===== src/design/sfc_regs.svh =====
`ifndef SFC_REGS_SVH
`define SFC_REGS_SVH
// Register index and byte address of the control/status register
`define SFC_CSR_INDEX 8'h37
`define SFC_CSR_ADDR 8'hdc
`define SFC_CSR_RESET 8'h00
// Field positions in the control/status register
`define SFC_BIT_IRQ_EN 7
`define SFC_BIT_RWW_BUSY 6
`define SFC_BIT_RSVD 5
`define SFC_BIT_REENABLE 4
`define SFC_BIT_LOCK_WR 3
`define SFC_BIT_PG_PROG 2
`define SFC_BIT_PG_CLEAR 1
`define SFC_BIT_ARM 0
// Accepted low five bit patterns
`define SFC_CMD_REENABLE 5'h11
`define SFC_CMD_LOCK_WR 5'h09
`define SFC_CMD_PG_PROG 5'h05
`define SFC_CMD_PG_CLEAR 5'h03
`define SFC_CMD_FILL 5'h01
// Arming windows in cycles
`define SFC_STORE_WIN 3'h4
`define SFC_LOAD_WIN 3'h3
// Flash geometry
`define SFC_FIRST_HALT_PAGE 7'h70
`define SFC_BOOT_128 13'h1f80
`define SFC_BOOT_256 13'h1f00
`define SFC_BOOT_512 13'h1e00
`define SFC_BOOT_1024 13'h1c00
// Erase/write time
`define SFC_PROG_TIME_US 4000
`define SFC_CLK_PERIOD_NS 10
`define SFC_LOCK_RESET 8'hff
`endif


===== src/design/sfc_pkg.sv =====
package sfc_pkg;
   typedef enum logic [1:0] {
      ST_IDLE,
      ST_ARMED,
      ST_ERASE,
      ST_WRITE
   } sfc_state_e;
   typedef logic [5:0] sfc_word_t;
   typedef logic [6:0] sfc_page_t;
endpackage


===== src/design/sfc_area_map.sv =====
`timescale 1ns/1ns
`default_nettype none
`include "sfc_regs.svh"
// Boot start address and halting-area decode
module sfc_area_map
   import sfc_pkg::*;
(
   // Fuse and page
   input wire logic [1:0] boot_sel,
   input wire sfc_page_t page,
   // Decode results
   output logic [12:0] boot_start,
   output logic in_halting
);
   // Larger boot areas start lower
   always_comb begin
      unique case (boot_sel)
         2'h3: boot_start = `SFC_BOOT_128;
         2'h2: boot_start = `SFC_BOOT_256;
         2'h1: boot_start = `SFC_BOOT_512;
         2'h0: boot_start = `SFC_BOOT_1024;
      endcase
   end

   assign in_halting = page >= `SFC_FIRST_HALT_PAGE;
endmodule
`default_nettype wire


===== src/design/sfc_ctrl.sv =====
// Local design decision: the APB slave port.
`timescale 1ns/1ns
`default_nettype none
`include "sfc_regs.svh"
module sfc_ctrl
   import sfc_pkg::*;
#(
   parameter int PROG_CYCLES = `SFC_PROG_TIME_US * 1000 / `SFC_CLK_PERIOD_NS
)(
   // Clock and reset
   input wire logic pclk,
   input wire logic presetn,
   // APB slave
   input wire logic [7:0] paddr,
   input wire logic psel,
   input wire logic penable,
   input wire logic pwrite,
   input wire logic [31:0] pwdata,
   output logic [31:0] prdata,
   output logic pready,
   output logic pslverr,
   // Processor core
   input wire logic store_req,
   input wire logic load_req,
   input wire logic [15:0] flash_addr_pointer,
   input wire logic [7:0] data_low_reg,
   input wire logic [7:0] data_high_reg,
   input wire logic global_irq_en,
   output logic [7:0] load_data,
   output logic load_valid,
   output logic stall_core,
   output logic irq_req,
   // Fuses
   input wire logic [1:0] boot_area_size_sel,
   input wire logic [7:0] fuse_bits,
   // Flash array side
   input wire sfc_word_t pb_rd_idx,
   output logic [15:0] pb_rd_data,
   output logic flash_erase,
   output logic flash_write,
   output sfc_page_t flash_page,
   output logic [7:0] lock_bits,
   output logic rww_block,
   output logic [12:0] boot_start
);
   sfc_state_e state_q;
   logic [4:0] cmd_q;
   logic irq_en_q, rww_busy_q, ready_q, err_q, stall_q, ld_valid_q;
   logic erase_q, write_q;
   logic [2:0] win_q;
   logic [31:0] op_cnt_q;
   logic [31:0] rdata_q;
   logic [7:0] lock_q, ld_data_q, fuse_q;
   logic [1:0] boot_meta_q, boot_sel_q;
   logic [7:0] fuse_meta_q;
   logic [12:0] boot_start_q;
   sfc_page_t page_q;
   logic [12:0] boot_start_c;
   logic in_halt_c, pb_loaded;
   logic [7:0] csr_rd;
   logic hit, wr_csr, legal, op_run, store_go, load_go, fill_go, discard;
   sfc_page_t ptr_page;
   sfc_word_t ptr_word;

   // ---------------------------------------------------------
   // Pointer split and bus decode
   // ---------------------------------------------------------
   assign ptr_page = flash_addr_pointer[13:7];
   assign ptr_word = flash_addr_pointer[6:1];
   assign hit = paddr == `SFC_CSR_ADDR;
   assign wr_csr = psel && penable && ready_q && pwrite && hit;
   assign legal = pwdata[4:0] == `SFC_CMD_REENABLE || pwdata[4:0] == `SFC_CMD_LOCK_WR
      || pwdata[4:0] == `SFC_CMD_PG_PROG || pwdata[4:0] == `SFC_CMD_PG_CLEAR
      || pwdata[4:0] == `SFC_CMD_FILL;
   assign op_run = state_q == ST_ERASE || state_q == ST_WRITE;
   // Stores only count while the window is open
   // A legal register write in the same cycle wins and drops the store
   assign store_go = store_req && state_q == ST_ARMED && win_q != 3'h0
      && !(wr_csr && legal);
   assign load_go = load_req && state_q == ST_ARMED && cmd_q == `SFC_CMD_LOCK_WR
      && win_q > (`SFC_STORE_WIN - `SFC_LOAD_WIN);
   assign fill_go = store_go && cmd_q == `SFC_CMD_FILL;
   // A re-enable during loading throws the buffer away
   assign discard = wr_csr && legal && !op_run && pwdata[4:0] == `SFC_CMD_REENABLE
      && pb_loaded;
   // Bit 5 reserved zero, bit 6 from hardware
   assign csr_rd = {irq_en_q, rww_busy_q, 1'b0, cmd_q};

   // ---------------------------------------------------------
   // APB slave, one wait-free access phase
   // ---------------------------------------------------------
   // Ready is raised by the setup cycle so every access ends at the first access edge
   always_ff @(posedge pclk or negedge presetn) begin
      if (!presetn) begin
         ready_q <= 1'b0;
         err_q <= 1'b0;
         rdata_q <= 32'h0;
      end else begin
         ready_q <= psel && !penable;
         err_q <= psel && !penable && !hit;
         if (psel && !penable) begin
            rdata_q <= hit ? {24'h0, csr_rd} : 32'h0;
         end
      end
   end

   // ---------------------------------------------------------
   // Fuse capture, two flops deep because the straps come from outside
   // ---------------------------------------------------------
   always_ff @(posedge pclk or negedge presetn) begin
      if (!presetn) begin
         boot_meta_q <= 2'h0;
         boot_sel_q <= 2'h0;
         fuse_meta_q <= 8'h0;
         fuse_q <= 8'h0;
         boot_start_q <= 13'h0;
      end else begin
         boot_meta_q <= boot_area_size_sel;
         boot_sel_q <= boot_meta_q;
         fuse_meta_q <= fuse_bits;
         fuse_q <= fuse_meta_q;
         boot_start_q <= boot_start_c;
      end
   end

   // ---------------------------------------------------------
   // Sequencer: arming window, commands, erase/write timing
   // ---------------------------------------------------------
   // A write during erase/write must not touch the command bits
   always_ff @(posedge pclk or negedge presetn) begin
      if (!presetn) begin
         state_q <= ST_IDLE;
         cmd_q <= 5'h0;
         irq_en_q <= 1'b0;
         win_q <= 3'h0;
         op_cnt_q <= 32'h0;
         page_q <= '0;
      end else begin
         if (wr_csr) begin
            irq_en_q <= pwdata[`SFC_BIT_IRQ_EN];
         end
         unique case (state_q)
            ST_IDLE, ST_ARMED: begin
               if (wr_csr && legal) begin
                  state_q <= ST_ARMED;
                  cmd_q <= pwdata[4:0];
                  win_q <= `SFC_STORE_WIN;
               end else if (store_go && cmd_q == `SFC_CMD_PG_CLEAR) begin
                  state_q <= ST_ERASE;
                  page_q <= ptr_page;
                  op_cnt_q <= 32'(PROG_CYCLES);
               end else if (store_go && cmd_q == `SFC_CMD_PG_PROG) begin
                  state_q <= ST_WRITE;
                  page_q <= ptr_page;
                  op_cnt_q <= 32'(PROG_CYCLES);
               end else if (store_go || (state_q == ST_ARMED && win_q == 3'h1)) begin
                  state_q <= ST_IDLE;
                  cmd_q <= 5'h0;
                  win_q <= 3'h0;
               end else if (win_q != 3'h0) begin
                  win_q <= win_q - 3'h1;
               end
            end
            ST_ERASE, ST_WRITE: begin
               // Arm bit stays set until the flash finishes
               if (op_cnt_q <= 32'h1) begin
                  state_q <= ST_IDLE;
                  cmd_q <= 5'h0;
                  win_q <= 3'h0;
               end else begin
                  op_cnt_q <= op_cnt_q - 32'h1;
               end
            end
         endcase
      end
   end

   // ---------------------------------------------------------
   // Flash strobes, stall and concurrent-read busy
   // ---------------------------------------------------------
   always_ff @(posedge pclk or negedge presetn) begin
      if (!presetn) begin
         erase_q <= 1'b0;
         write_q <= 1'b0;
         stall_q <= 1'b0;
      end else begin
         erase_q <= store_go && cmd_q == `SFC_CMD_PG_CLEAR && !(wr_csr && legal);
         write_q <= store_go && cmd_q == `SFC_CMD_PG_PROG && !(wr_csr && legal);
         if ((erase_q || write_q) && in_halt_c) begin
            stall_q <= 1'b1;
         end else if (!op_run) begin
            stall_q <= 1'b0;
         end
      end
   end

   // Set wins over a clear in the same cycle
   always_ff @(posedge pclk or negedge presetn) begin
      if (!presetn) begin
         rww_busy_q <= 1'b0;
      end else if ((erase_q || write_q) && !in_halt_c) begin
         rww_busy_q <= 1'b1;
      end else if (fill_go || (store_go && cmd_q == `SFC_CMD_REENABLE)) begin
         rww_busy_q <= 1'b0;
      end
   end

   // ---------------------------------------------------------
   // Lock bits and load return
   // ---------------------------------------------------------
   always_ff @(posedge pclk or negedge presetn) begin
      if (!presetn) begin
         lock_q <= `SFC_LOCK_RESET;
         ld_data_q <= 8'h0;
         ld_valid_q <= 1'b0;
      end else begin
         if (store_go && cmd_q == `SFC_CMD_LOCK_WR) begin
            lock_q <= data_low_reg;
         end
         ld_valid_q <= load_go;
         if (load_go) begin
            ld_data_q <= flash_addr_pointer[0] ? fuse_q : lock_q;
         end
      end
   end

   // ---------------------------------------------------------
   // Submodules
   // ---------------------------------------------------------
   sfc_page_buf u_buf (
      .pclk(pclk),
      .presetn(presetn),
      .wr_en(fill_go),
      .wr_idx(ptr_word),
      .wr_data({data_high_reg, data_low_reg}),
      .discard(discard),
      .rd_idx(pb_rd_idx),
      .rd_data_q(pb_rd_data),
      .any_loaded(pb_loaded)
   );

   sfc_area_map u_map (
      .boot_sel(boot_sel_q),
      .page(page_q),
      .boot_start(boot_start_c),
      .in_halting(in_halt_c)
   );

   // ---------------------------------------------------------
   // Outputs
   // ---------------------------------------------------------
   // Interrupt level registered; one cycle behind the arm bit
   logic irq_q;
   always_ff @(posedge pclk or negedge presetn) begin
      if (!presetn) begin
         irq_q <= 1'b0;
      end else begin
         irq_q <= irq_en_q && global_irq_en && !cmd_q[`SFC_BIT_ARM];
      end
   end

   assign prdata = rdata_q;
   assign pready = ready_q;
   assign pslverr = err_q;
   assign load_data = ld_data_q;
   assign load_valid = ld_valid_q;
   assign stall_core = stall_q;
   assign irq_req = irq_q;
   assign flash_erase = erase_q;
   assign flash_write = write_q;
   assign flash_page = page_q;
   assign lock_bits = lock_q;
   assign rww_block = rww_busy_q;
   assign boot_start = boot_start_q;

   // ---------------------------------------------------------
   // Checks
   // ---------------------------------------------------------
   chk_late_store: assert property (@(posedge pclk) disable iff (!presetn)
      (state_q == ST_ARMED && win_q == 3'h1 && !store_go && !(wr_csr && legal))
      |=> ##1 !flash_erase && !flash_write)
      else $error("store after window acted");
   chk_illegal_write: assert property (@(posedge pclk) disable iff (!presetn)
      (wr_csr && !legal && state_q == ST_IDLE) |=> cmd_q == $past(cmd_q))
      else $error("illegal pattern changed command bits");
   chk_rww_set: assert property (@(posedge pclk) disable iff (!presetn)
      (store_go && cmd_q == `SFC_CMD_PG_CLEAR && ptr_page < `SFC_FIRST_HALT_PAGE
      && !(wr_csr && legal)) |=> ##1 rww_block)
      else $error("busy not set for concurrent-area erase");
   chk_fill_clear: assert property (@(posedge pclk) disable iff (!presetn)
      (fill_go && !erase_q && !write_q) |=> !rww_block)
      else $error("fill did not clear busy");
   chk_halt_stall: assert property (@(posedge pclk) disable iff (!presetn)
      (write_q && in_halt_c) |=> stall_core throughout (op_run [*2]))
      else $error("core not stalled during halting write");
   chk_irq_level: assert property (@(posedge pclk) disable iff (!presetn)
      (irq_en_q && global_irq_en && !cmd_q[0]) |=> irq_req)
      else $error("ready interrupt missing");
   chk_reserved_zero: assert property (@(posedge pclk) disable iff (!presetn)
      (psel && !penable && hit) |=> prdata[5] == 1'b0 && prdata[31:8] == 24'h0)
      else $error("reserved bits not zero");
   chk_arm_expire: assert property (@(posedge pclk) disable iff (!presetn)
      (wr_csr && legal && state_q != ST_ERASE && state_q != ST_WRITE && !store_req)
      ##1 !store_req [*4] |=> cmd_q == 5'h0 || $past(wr_csr) || $past(wr_csr, 2)
      || $past(wr_csr, 3))
      else $error("arming did not expire");
   chk_lock_write: assert property (@(posedge pclk) disable iff (!presetn)
      (store_go && cmd_q == `SFC_CMD_LOCK_WR && !(wr_csr && legal))
      |=> lock_bits == $past(data_low_reg))
      else $error("lock bits not taken from low data");
   chk_arm_held: assert property (@(posedge pclk) disable iff (!presetn)
      op_run |-> cmd_q[`SFC_BIT_ARM])
      else $error("arm bit dropped during erase or write");
   chk_busy_refuse: assert property (@(posedge pclk) disable iff (!presetn)
      (op_run && op_cnt_q > 32'h1 && wr_csr) |=> cmd_q == $past(cmd_q) && op_run)
      else $error("command accepted during erase or write");
   chk_discard_buf: assert property (@(posedge pclk) disable iff (!presetn)
      discard |=> !pb_loaded)
      else $error("buffer kept after re-enable");
   chk_load_return: assert property (@(posedge pclk) disable iff (!presetn)
      load_go |=> load_valid && load_data == ($past(flash_addr_pointer[0]) ? $past(fuse_q) : $past(lock_q)))
      else $error("load did not return lock or fuse bits");
endmodule
`default_nettype wire


===== src/design/sfc_page_buf.sv =====
`timescale 1ns/1ns
`default_nettype none
// Temporary page buffer, 64 words of 16 bits, registered read port
module sfc_page_buf
   import sfc_pkg::*;
(
   // Clock and reset
   input wire logic pclk,
   input wire logic presetn,
   // Fill port
   input wire logic wr_en,
   input wire sfc_word_t wr_idx,
   input wire logic [15:0] wr_data,
   input wire logic discard,
   // Read port and fill state
   input wire sfc_word_t rd_idx,
   output logic [15:0] rd_data_q,
   output logic any_loaded
);
   logic [15:0] mem [64];
   logic [63:0] valid_q;

   // ---------------------------------------------------------
   // Storage and per-entry valid flags
   // ---------------------------------------------------------
   genvar gi;
   generate
      for (gi = 0; gi < 64; gi++) begin : g_ent
         // Discard drops only the flag, data need no reset
         always_ff @(posedge pclk or negedge presetn) begin
            if (!presetn) begin
               valid_q[gi] <= 1'b0;
            end else if (discard) begin
               valid_q[gi] <= 1'b0;
            end else if (wr_en && wr_idx == sfc_word_t'(gi)) begin
               valid_q[gi] <= 1'b1;
            end
         end
         always_ff @(posedge pclk) begin
            if (wr_en && !discard && wr_idx == sfc_word_t'(gi)) begin
               mem[gi] <= wr_data;
            end
         end
      end
   endgenerate

   assign any_loaded = |valid_q;

   // Unloaded words read as erased flash
   always_ff @(posedge pclk or negedge presetn) begin
      if (!presetn) begin
         rd_data_q <= 16'hffff;
      end else begin
         rd_data_q <= valid_q[rd_idx] ? mem[rd_idx] : 16'hffff;
      end
   end
endmodule
`default_nettype wire


===== config.mk =====
export PLATFORM = sky130hd
export DESIGN_NAME = sfc_ctrl
export DESIGN_NICKNAME = d
export VERILOG_FILES = /design/src/design/sfc_pkg.sv /design/src/design/sfc_area_map.sv /design/src/design/sfc_ctrl.sv /design/src/design/sfc_page_buf.sv
export VERILOG_INCLUDE_DIRS = /design/src /design/src/design
export SDC_FILE = /design/constraint.sdc
export NUM_CORES = 1
export LEC_CHECK = 0
export BUFFER_PORTS_ARGS = -buffer_cell sky130_fd_sc_hd__buf_2
export CAP_MARGIN = 20
export CORE_MARGIN = 2
export CORE_UTILIZATION = 35
export CTS_BUF_LIST = sky130_fd_sc_hd__clkbuf_8
export CTS_CLUSTER_DIAMETER = 50
export DETAILED_ROUTE_END_ITERATION = 8
export REMOVE_ABC_BUFFERS = 1
export SYNTH_ARGS = -nofsm -noshare
export SYNTH_HDL_FRONTEND = slang
export SYNTH_SLANG_ARGS = --single-unit

===== constraint.sdc =====
create_clock -name pclk -period 3.45 [get_ports pclk]
set_input_delay 0.1725 -clock pclk [delete_from_list [all_inputs] [get_ports pclk]]
set_output_delay 0.1725 -clock pclk [all_outputs]
set_load 0.01 [all_outputs]

* Yosys cells after proc, flatten, opt, wreduce, memory -nomap -nowiden *
Memories as Yosys holds them, arrays and structs flattened.
Index checks and enable logic that the tools add are counted.

storage, ports and cells
  memories = 1
  output and inout bits = 92
  memory bits (writable) = 1024
  logic and storage cells = 980
  register bits after elaboration = 219

memory list
  memory     words  bits a word  rd ports  clocked after Yosys merged registers in  write ports  RTL line            text
  u_buf.mem  64     16           1         0                                        1            sfc_page_buf.sv:20  logic [15:0] mem [64];

cells by class
  reductions and logical operators = 313
  bitwise logic cells = 1
  $add $sub $neg = 2
  order comparisons = 4
  muxes and demuxes = 481
  eq/ne operators = 91

operator list
  cell                     number
  $mux W16                 64
  $reduce_or A16 Y1        63
  $mux W6                  63
  $mux W1                  324
  $eq A6 B6 Y1 const B     32
  $logic_and A1 B1 Y1      157
  $reduce_bool A2 Y1       66
  $mux W32                 4
  $eq A6 B5 Y1 const B     16
  $pmux W32 S2             1
  $reduce_or A64 Y1        1
  $pmux W13 S4             1
  $eq A6 B4 Y1 const B     8
  $le A32 B1 Y1 const B    1
  $sub A32 B1 Y32 const B  1
  $mux W5                  5
  $eq A6 B3 Y1 const B     4
  $mux W3                  6
  $mux W8                  2
  $mux W7                  2
  $eq A6 B2 Y1 const B     2
  $ne A3 B3 Y1 const B     4
  $eq A5 B1 Y1 const B     2
  $eq A5 B2 Y1 const B     2
  other kinds (31)         61

* Logic depth before layout (Yosys ltp) *
  word-level depth = 78
  gate-level depth with buffers = 9
  depth with buffers taken out = 7

* By module *
From an unflattened synthesis, not the netlist that was laid out.

second synthesis, totals
  cells, all modules = 2482
  area, all modules = 47520.6 µm²

modules (own cells, without submodules)
  module        instances  area an instance (µm²)  sequential area each (µm²)  cells an instance
  sfc_page_buf  1          42343.1                 32771.4                     1997
  sfc_ctrl      1          5071.1                  2862.7                      469
  sfc_area_map  1          106.4                   0.0                         16

* Worst setup path after synthesis *
No wires, ideal clock.

  path kind = reg-to-reg
  start point = register win_q[0]
  end point = memory u_buf.mem[32][0], enable pin
  path slack = 0.445 ns
  library setup time = 0.388 ns
  path buffers = 2
  data arrival time = 2.617 ns
  data required time = 3.062 ns
  cell stages (with the launch flop) = 10
  cell sequence = dfrtp_1 -> inv_1 -> ha_1 -> nand2b_1 -> and3_1 -> o21ai_2 -> or4_1 -> clkbuf_1 -> buf_2 -> nor2_1

between the ends
  longest elaborated chain between the ends = 72

ends and longest elaborated chain
  item                                                                RTL line            text
  from (decl)                                                         sfc_ctrl.sv:50      logic [2:0] win_q;
  from (signal assigned)                                              sfc_ctrl.sv:147     win_q <= `SFC_STORE_WIN;
  from (signal assigned)                                              sfc_ctrl.sv:161     win_q <= win_q - 3'h1;
  $reduce_bool A3 Y1 *                                                sfc_ctrl.sv:78      assign store_go = store_req && state_q == ST_ARMED && win_q != 3'h0
  $logic_and A1 B1 Y1 *                                               sfc_ctrl.sv:78
  $logic_and A1 B1 Y1 *                                               sfc_ctrl.sv:79      && !(wr_csr && legal);
  $logic_and A1 B1 Y1 (no source line) *                              -
  $logic_and A1 B1 Y1 *                                               sfc_page_buf.sv:40  if (wr_en && !discard && wr_idx == sfc_word_t'(gi)) begin
  $logic_and A1 B1 Y1                                                 sfc_page_buf.sv:40
  $mux W1                                                             sfc_page_buf.sv:40
  $mux W1 (implied by the code)                                       sfc_page_buf.sv:41  mem[gi] <= wr_data;
  $reduce_or A16 Y1 (no source line)                                  -
  $mux W6 (no source line) or $mux W1 (tied branches) (63 in series)  -
  to (decl)                                                           sfc_page_buf.sv:20

Every way passes the cells marked *; elsewhere a longest branch is shown, timed or not.

* Worst setup path after layout *
  start point = register ready_q, in the netlist pready
  end point = register u_buf.valid_q[28]

between the ends
  longest elaborated chain between the ends = 9

ends and longest elaborated chain
  item                                  RTL line                        text
  from (decl)                           sfc_ctrl.sv:48                  logic irq_en_q, rww_busy_q, ready_q, err_q, stall_q, ld_valid_q;
  from (signal assigned)                sfc_ctrl.sv:99                  ready_q <= psel && !penable;
  $logic_and A1 B1 Y1 * (3 in series)   sfc_ctrl.sv:71                  assign wr_csr = psel && penable && ready_q && pwrite && hit;
  $logic_and A1 B1 Y1 *                 sfc_ctrl.sv:79, sfc_ctrl.sv:84
  $logic_not A1 Y1                      sfc_ctrl.sv:79
  $logic_and A1 B1 Y1                   sfc_ctrl.sv:79
  $logic_and A1 B1 Y1 (no source line)  -
  $logic_and A1 B1 Y1                   sfc_page_buf.sv:35              end else if (wr_en && wr_idx == sfc_word_t'(gi)) begin
  $reduce_bool A2 Y1 (no source line)   -
  to (signal, indexed assignment)       sfc_page_buf.sv:32              valid_q[gi] <= 1'b0;
  to (signal, indexed assignment)       sfc_page_buf.sv:34              valid_q[gi] <= 1'b0;
  to (signal, indexed assignment)       sfc_page_buf.sv:36              valid_q[gi] <= 1'b1;
  to (decl)                             sfc_page_buf.sv:21              logic [63:0] valid_q;

Marked as above.
A chain may end at the register's enable or synchronous reset.

==> flow_summary.toml <==
[run_status]
status = "finished, final reports clean"

[route]
first_pass_iters = 5
finalWirelength_mm = 120.2
num_vias = 25720
antenna_left = 0
first_iter_violations = 2538
wl_per_cell_um = 25.07
via_per_inst = 5.363
drc_errors = 0

[synth]
avgSynthCellArea_um2 = 19.34
yosysSeqAreaShare = 0.7473
synth_area_leaders = "edfxtp_1, mux4_2, dfrtp_1, a22oi_1, o21ai_0"
synth_cells = 2450
synthSimpleGateAreaFrac = 0.03612
synth_top_family_by_area = "multiplexers"
synthDominantCellAreaShare = 0.6490
synth-main-ff-cell = "edfxtp_1"
synth_seq_cells = 1209
yosys.area_share.adder = 0.001532
synth.area.mux_share = 0.1388
synthArstFlopShare = 0.1530
yosysMostFrequentCell = "edfxtp_1"
synth_commonest_cells = "edfxtp_1, mux4_2, dfrtp_1"
synth_enable_flop_cells = 1024
synth_cell_types = 75
synthXorXnorAreaFrac = 0.0009242
synth_warnings = 0
synth_compound_area_frac = 0.05337
synth_area_um2 = 47380
yosys.area.top_type = "edfxtp_1"

[critical_path]
cp_top_family = "buffers and inverters"
slowest_delay_ns = 0.61
end_kind = "register"
worstPathCellList = "nand4_1, or4_1, o211a_4, nand4b_1, dlygate4sd3_1, buf_4, o2bb2ai_1, dlygate4sd3_1"
critPathLaunchType = "register"
worstPathArrival_ns = 4.08
cp_max_fo = 25
crit_buf_inv = 3
crit_top_cell = "dlygate4sd3_1"
crit_path_start = "pready"
required_ns = 4.22
reg2reg_from = "pready"
slowest_stage = "or4_1"
path_class = "register to register"

[final_layout]
final_area_um2 = 55560
finalNonFillerCells = 4795
fillers = 11850
drive_gt1_frac = 0.2893
nets = 2952
syn2layout_area_growth_pct = 17.25

[placement]
gp_congestion = 0.8128
port_buffers = 127
placed_area_um2 = 50630
dp_hpwl_mm = 71.96
dpl.cell_count = 4345

[sta]
tns_ns = 0
worst_pin_slew_ns = 1.105
finClkSkew_ns = 0.07397
setup-violations-final = 0
finalCriticalPeriod_ns = 3.311
fin_crit_sh = 0.9596
slew-limit-headroom = 0.2632
holdWs_ns = 0.1543
hold_viol = 0
fmax_mhz = 302.0
drv_slew = 0

[power_and_ir_drop]
clkPwrFrac = 0.413
p_switching_uw = 6794
power_uw = 29580
power_density_nw_per_um2 = 532.3
power.internal_uw = 22780
p_leak_uw = 0.01879
p_sw_frac = 0.2297
pwr-share-seq = 0.539
combPwrFrac = 0.048
ir_worst_vdd_mv = 0.3689

[floorplanning]
core_um2 = 135000
core.rowCount = 135
die_area_um2 = 138300
die_h_um = 371.9
ios = 188
start_util = 0.3511
die_w_um = 371.9

[cts]
ctsHtreeMaxLevel = 4
clockBufferDepth = 3
postCtsSetupBuffers = 0
root_buffer = "clkbuf_8"
cts_tree = "done"
worstSkewPairLatency_ns = 0.92
cts_made_buffers = 194
clkTransAtPathRegs_ns = 0.07
cts.sinks = 1209

[global_routing]
use_met3 = 0.04331
grt.busiest_layer = "met2"
grtUsageTotal = 0.1735
grt_max_degree = 73
grt_pass1_wl_mm = 175.2
grt_overflow = 0
grt_pass1_vias = 26750
gr-usage-met2 = 0.2759
use_met1 = 0.2299
antenna_found_initial = 6

[flow_run]
maxCapViolCount = 0

[min_path]
hold_class = "primary input to register"
min-delay-start = "pb_rd_idx[2]"
[logic make-up after synthesis]
| kind of cell | Yosys count |
|---|---|
| muxes | 316 |
| adders and majority gates | 6 |
| buffers and inverters | 190 |
| DFF | 1209 |
| xor gates and xnor gates | 5 |
| and+or+nand+nor | 329 |
| other | 2 |
| AOI/OAI and AO/OA | 393 |
[power by group through the flow]
| stage | clock (uW) | combinational, uW | sequential [uW] |
|---|---|---|---|
| finish | 12200 | 1410 | 15900 |
| global route | 13200 | 1510 | 15900 |
| CTS | 12600 | 1420 | 15900 |
| detailed placement | 0 | 1340 | 16200 |
| global placement | 0 | 1310 | 16200 |
| floorplan | 0 | 507 | 16200 |
[worst paths after layout]
| path | endpoint | slack, ns | cells after the start |
|---|---|---|---|
| worst max-delay path | u_buf.valid_q[28] | 0.14 | 8 |
| worst min-delay path | u_buf.rd_data_q[1] | 0.15 | 6 |
| worst max register to register | u_buf.valid_q[28] | 0.14 | 8 |
| worst min register to register | fuse_q[7] | 0.35 | 0 |
| max in group asynchronous | lock_bits[5] | 2.37 | 4 |
| min in group asynchronous | u_buf.rd_data_q[3] | 0.56 | 3 |
[cell usage in the layout (no fill, tap or decap), types with 52 or more instances in the layout]
master and count:
nor2_1 85, inv_1 76, o21ai_0 128, a21oi_1 72, nand2_1 52, buf_2 124
a22oi_1 129, mux4_2 270, edfxtp_1 1024, buf_4 110, dfrtp_1 161, dlygate4sd3_1 87
clkbuf_8 215
[what timing repair did]
action | CTS | global route
endpoints found under the hold margin | 835 | 0
endpoints found under the setup margin | 0 | 257
resized for setup | 0 | 17
hold buffers | 88 | 0
[tightest hold or removal path: cells and delay by family]
family / cells / cell delay (ns)
buffers and inverters: 1 / 0.16
AOI/OAI and AO/OA: 2 / 0.26
muxes: 1 / 0.25
and+or+nand+nor: 2 / 0.16
[final cells by class]
type / instances / area, um^2 / area share
Sequential cell: 1209 / 35410 / 0.6373
Tap cell: 1781 / 2228 / 0.04011
Multi-Input combinational cell: 1082 / 11110 / 0.2001
Clock inverter: 142 / 972.2 / 0.01750
Inverter: 11 / 41.29 / 0.0007432
Antenna cell: 3 / 7.507 / 0.0001351
Clock buffer: 214 / 2945 / 0.05301
Timing Repair Buffer: 353 / 2839 / 0.05110
[per-stage QoR]
stage               worst slack, ns    util
floorplan                   0.01691       -
global route              -0.008853  0.4116
CTS                         0.05155  0.4108
global placement             0.3906  0.3750
finish                       0.1392  0.4117
detailed placement           0.3380  0.3752
[state kept, by name, summed over array words and instances, names as in the netlist, 8 cells and up]
| signal | count |
|---|---|
| u_buf.rd_data_q | 16 |
| u_buf.mem | 1024 |
| load_data | 8 |
| fuse_meta_q | 8 |
| lock_bits | 8 |
| op_cnt_q | 32 |
| u_buf.valid_q | 64 |
| fuse_q | 8 |
[routing by layer]
metal  part of all wire  vias to the layer above
met5            0.00011                        -
met2               0.48                     1195
met3              0.079                      207
met4              0.031                        2
li1                   -                    10850
met1               0.41                    13460
Note: power is estimated with default switching activity, not from simulation.
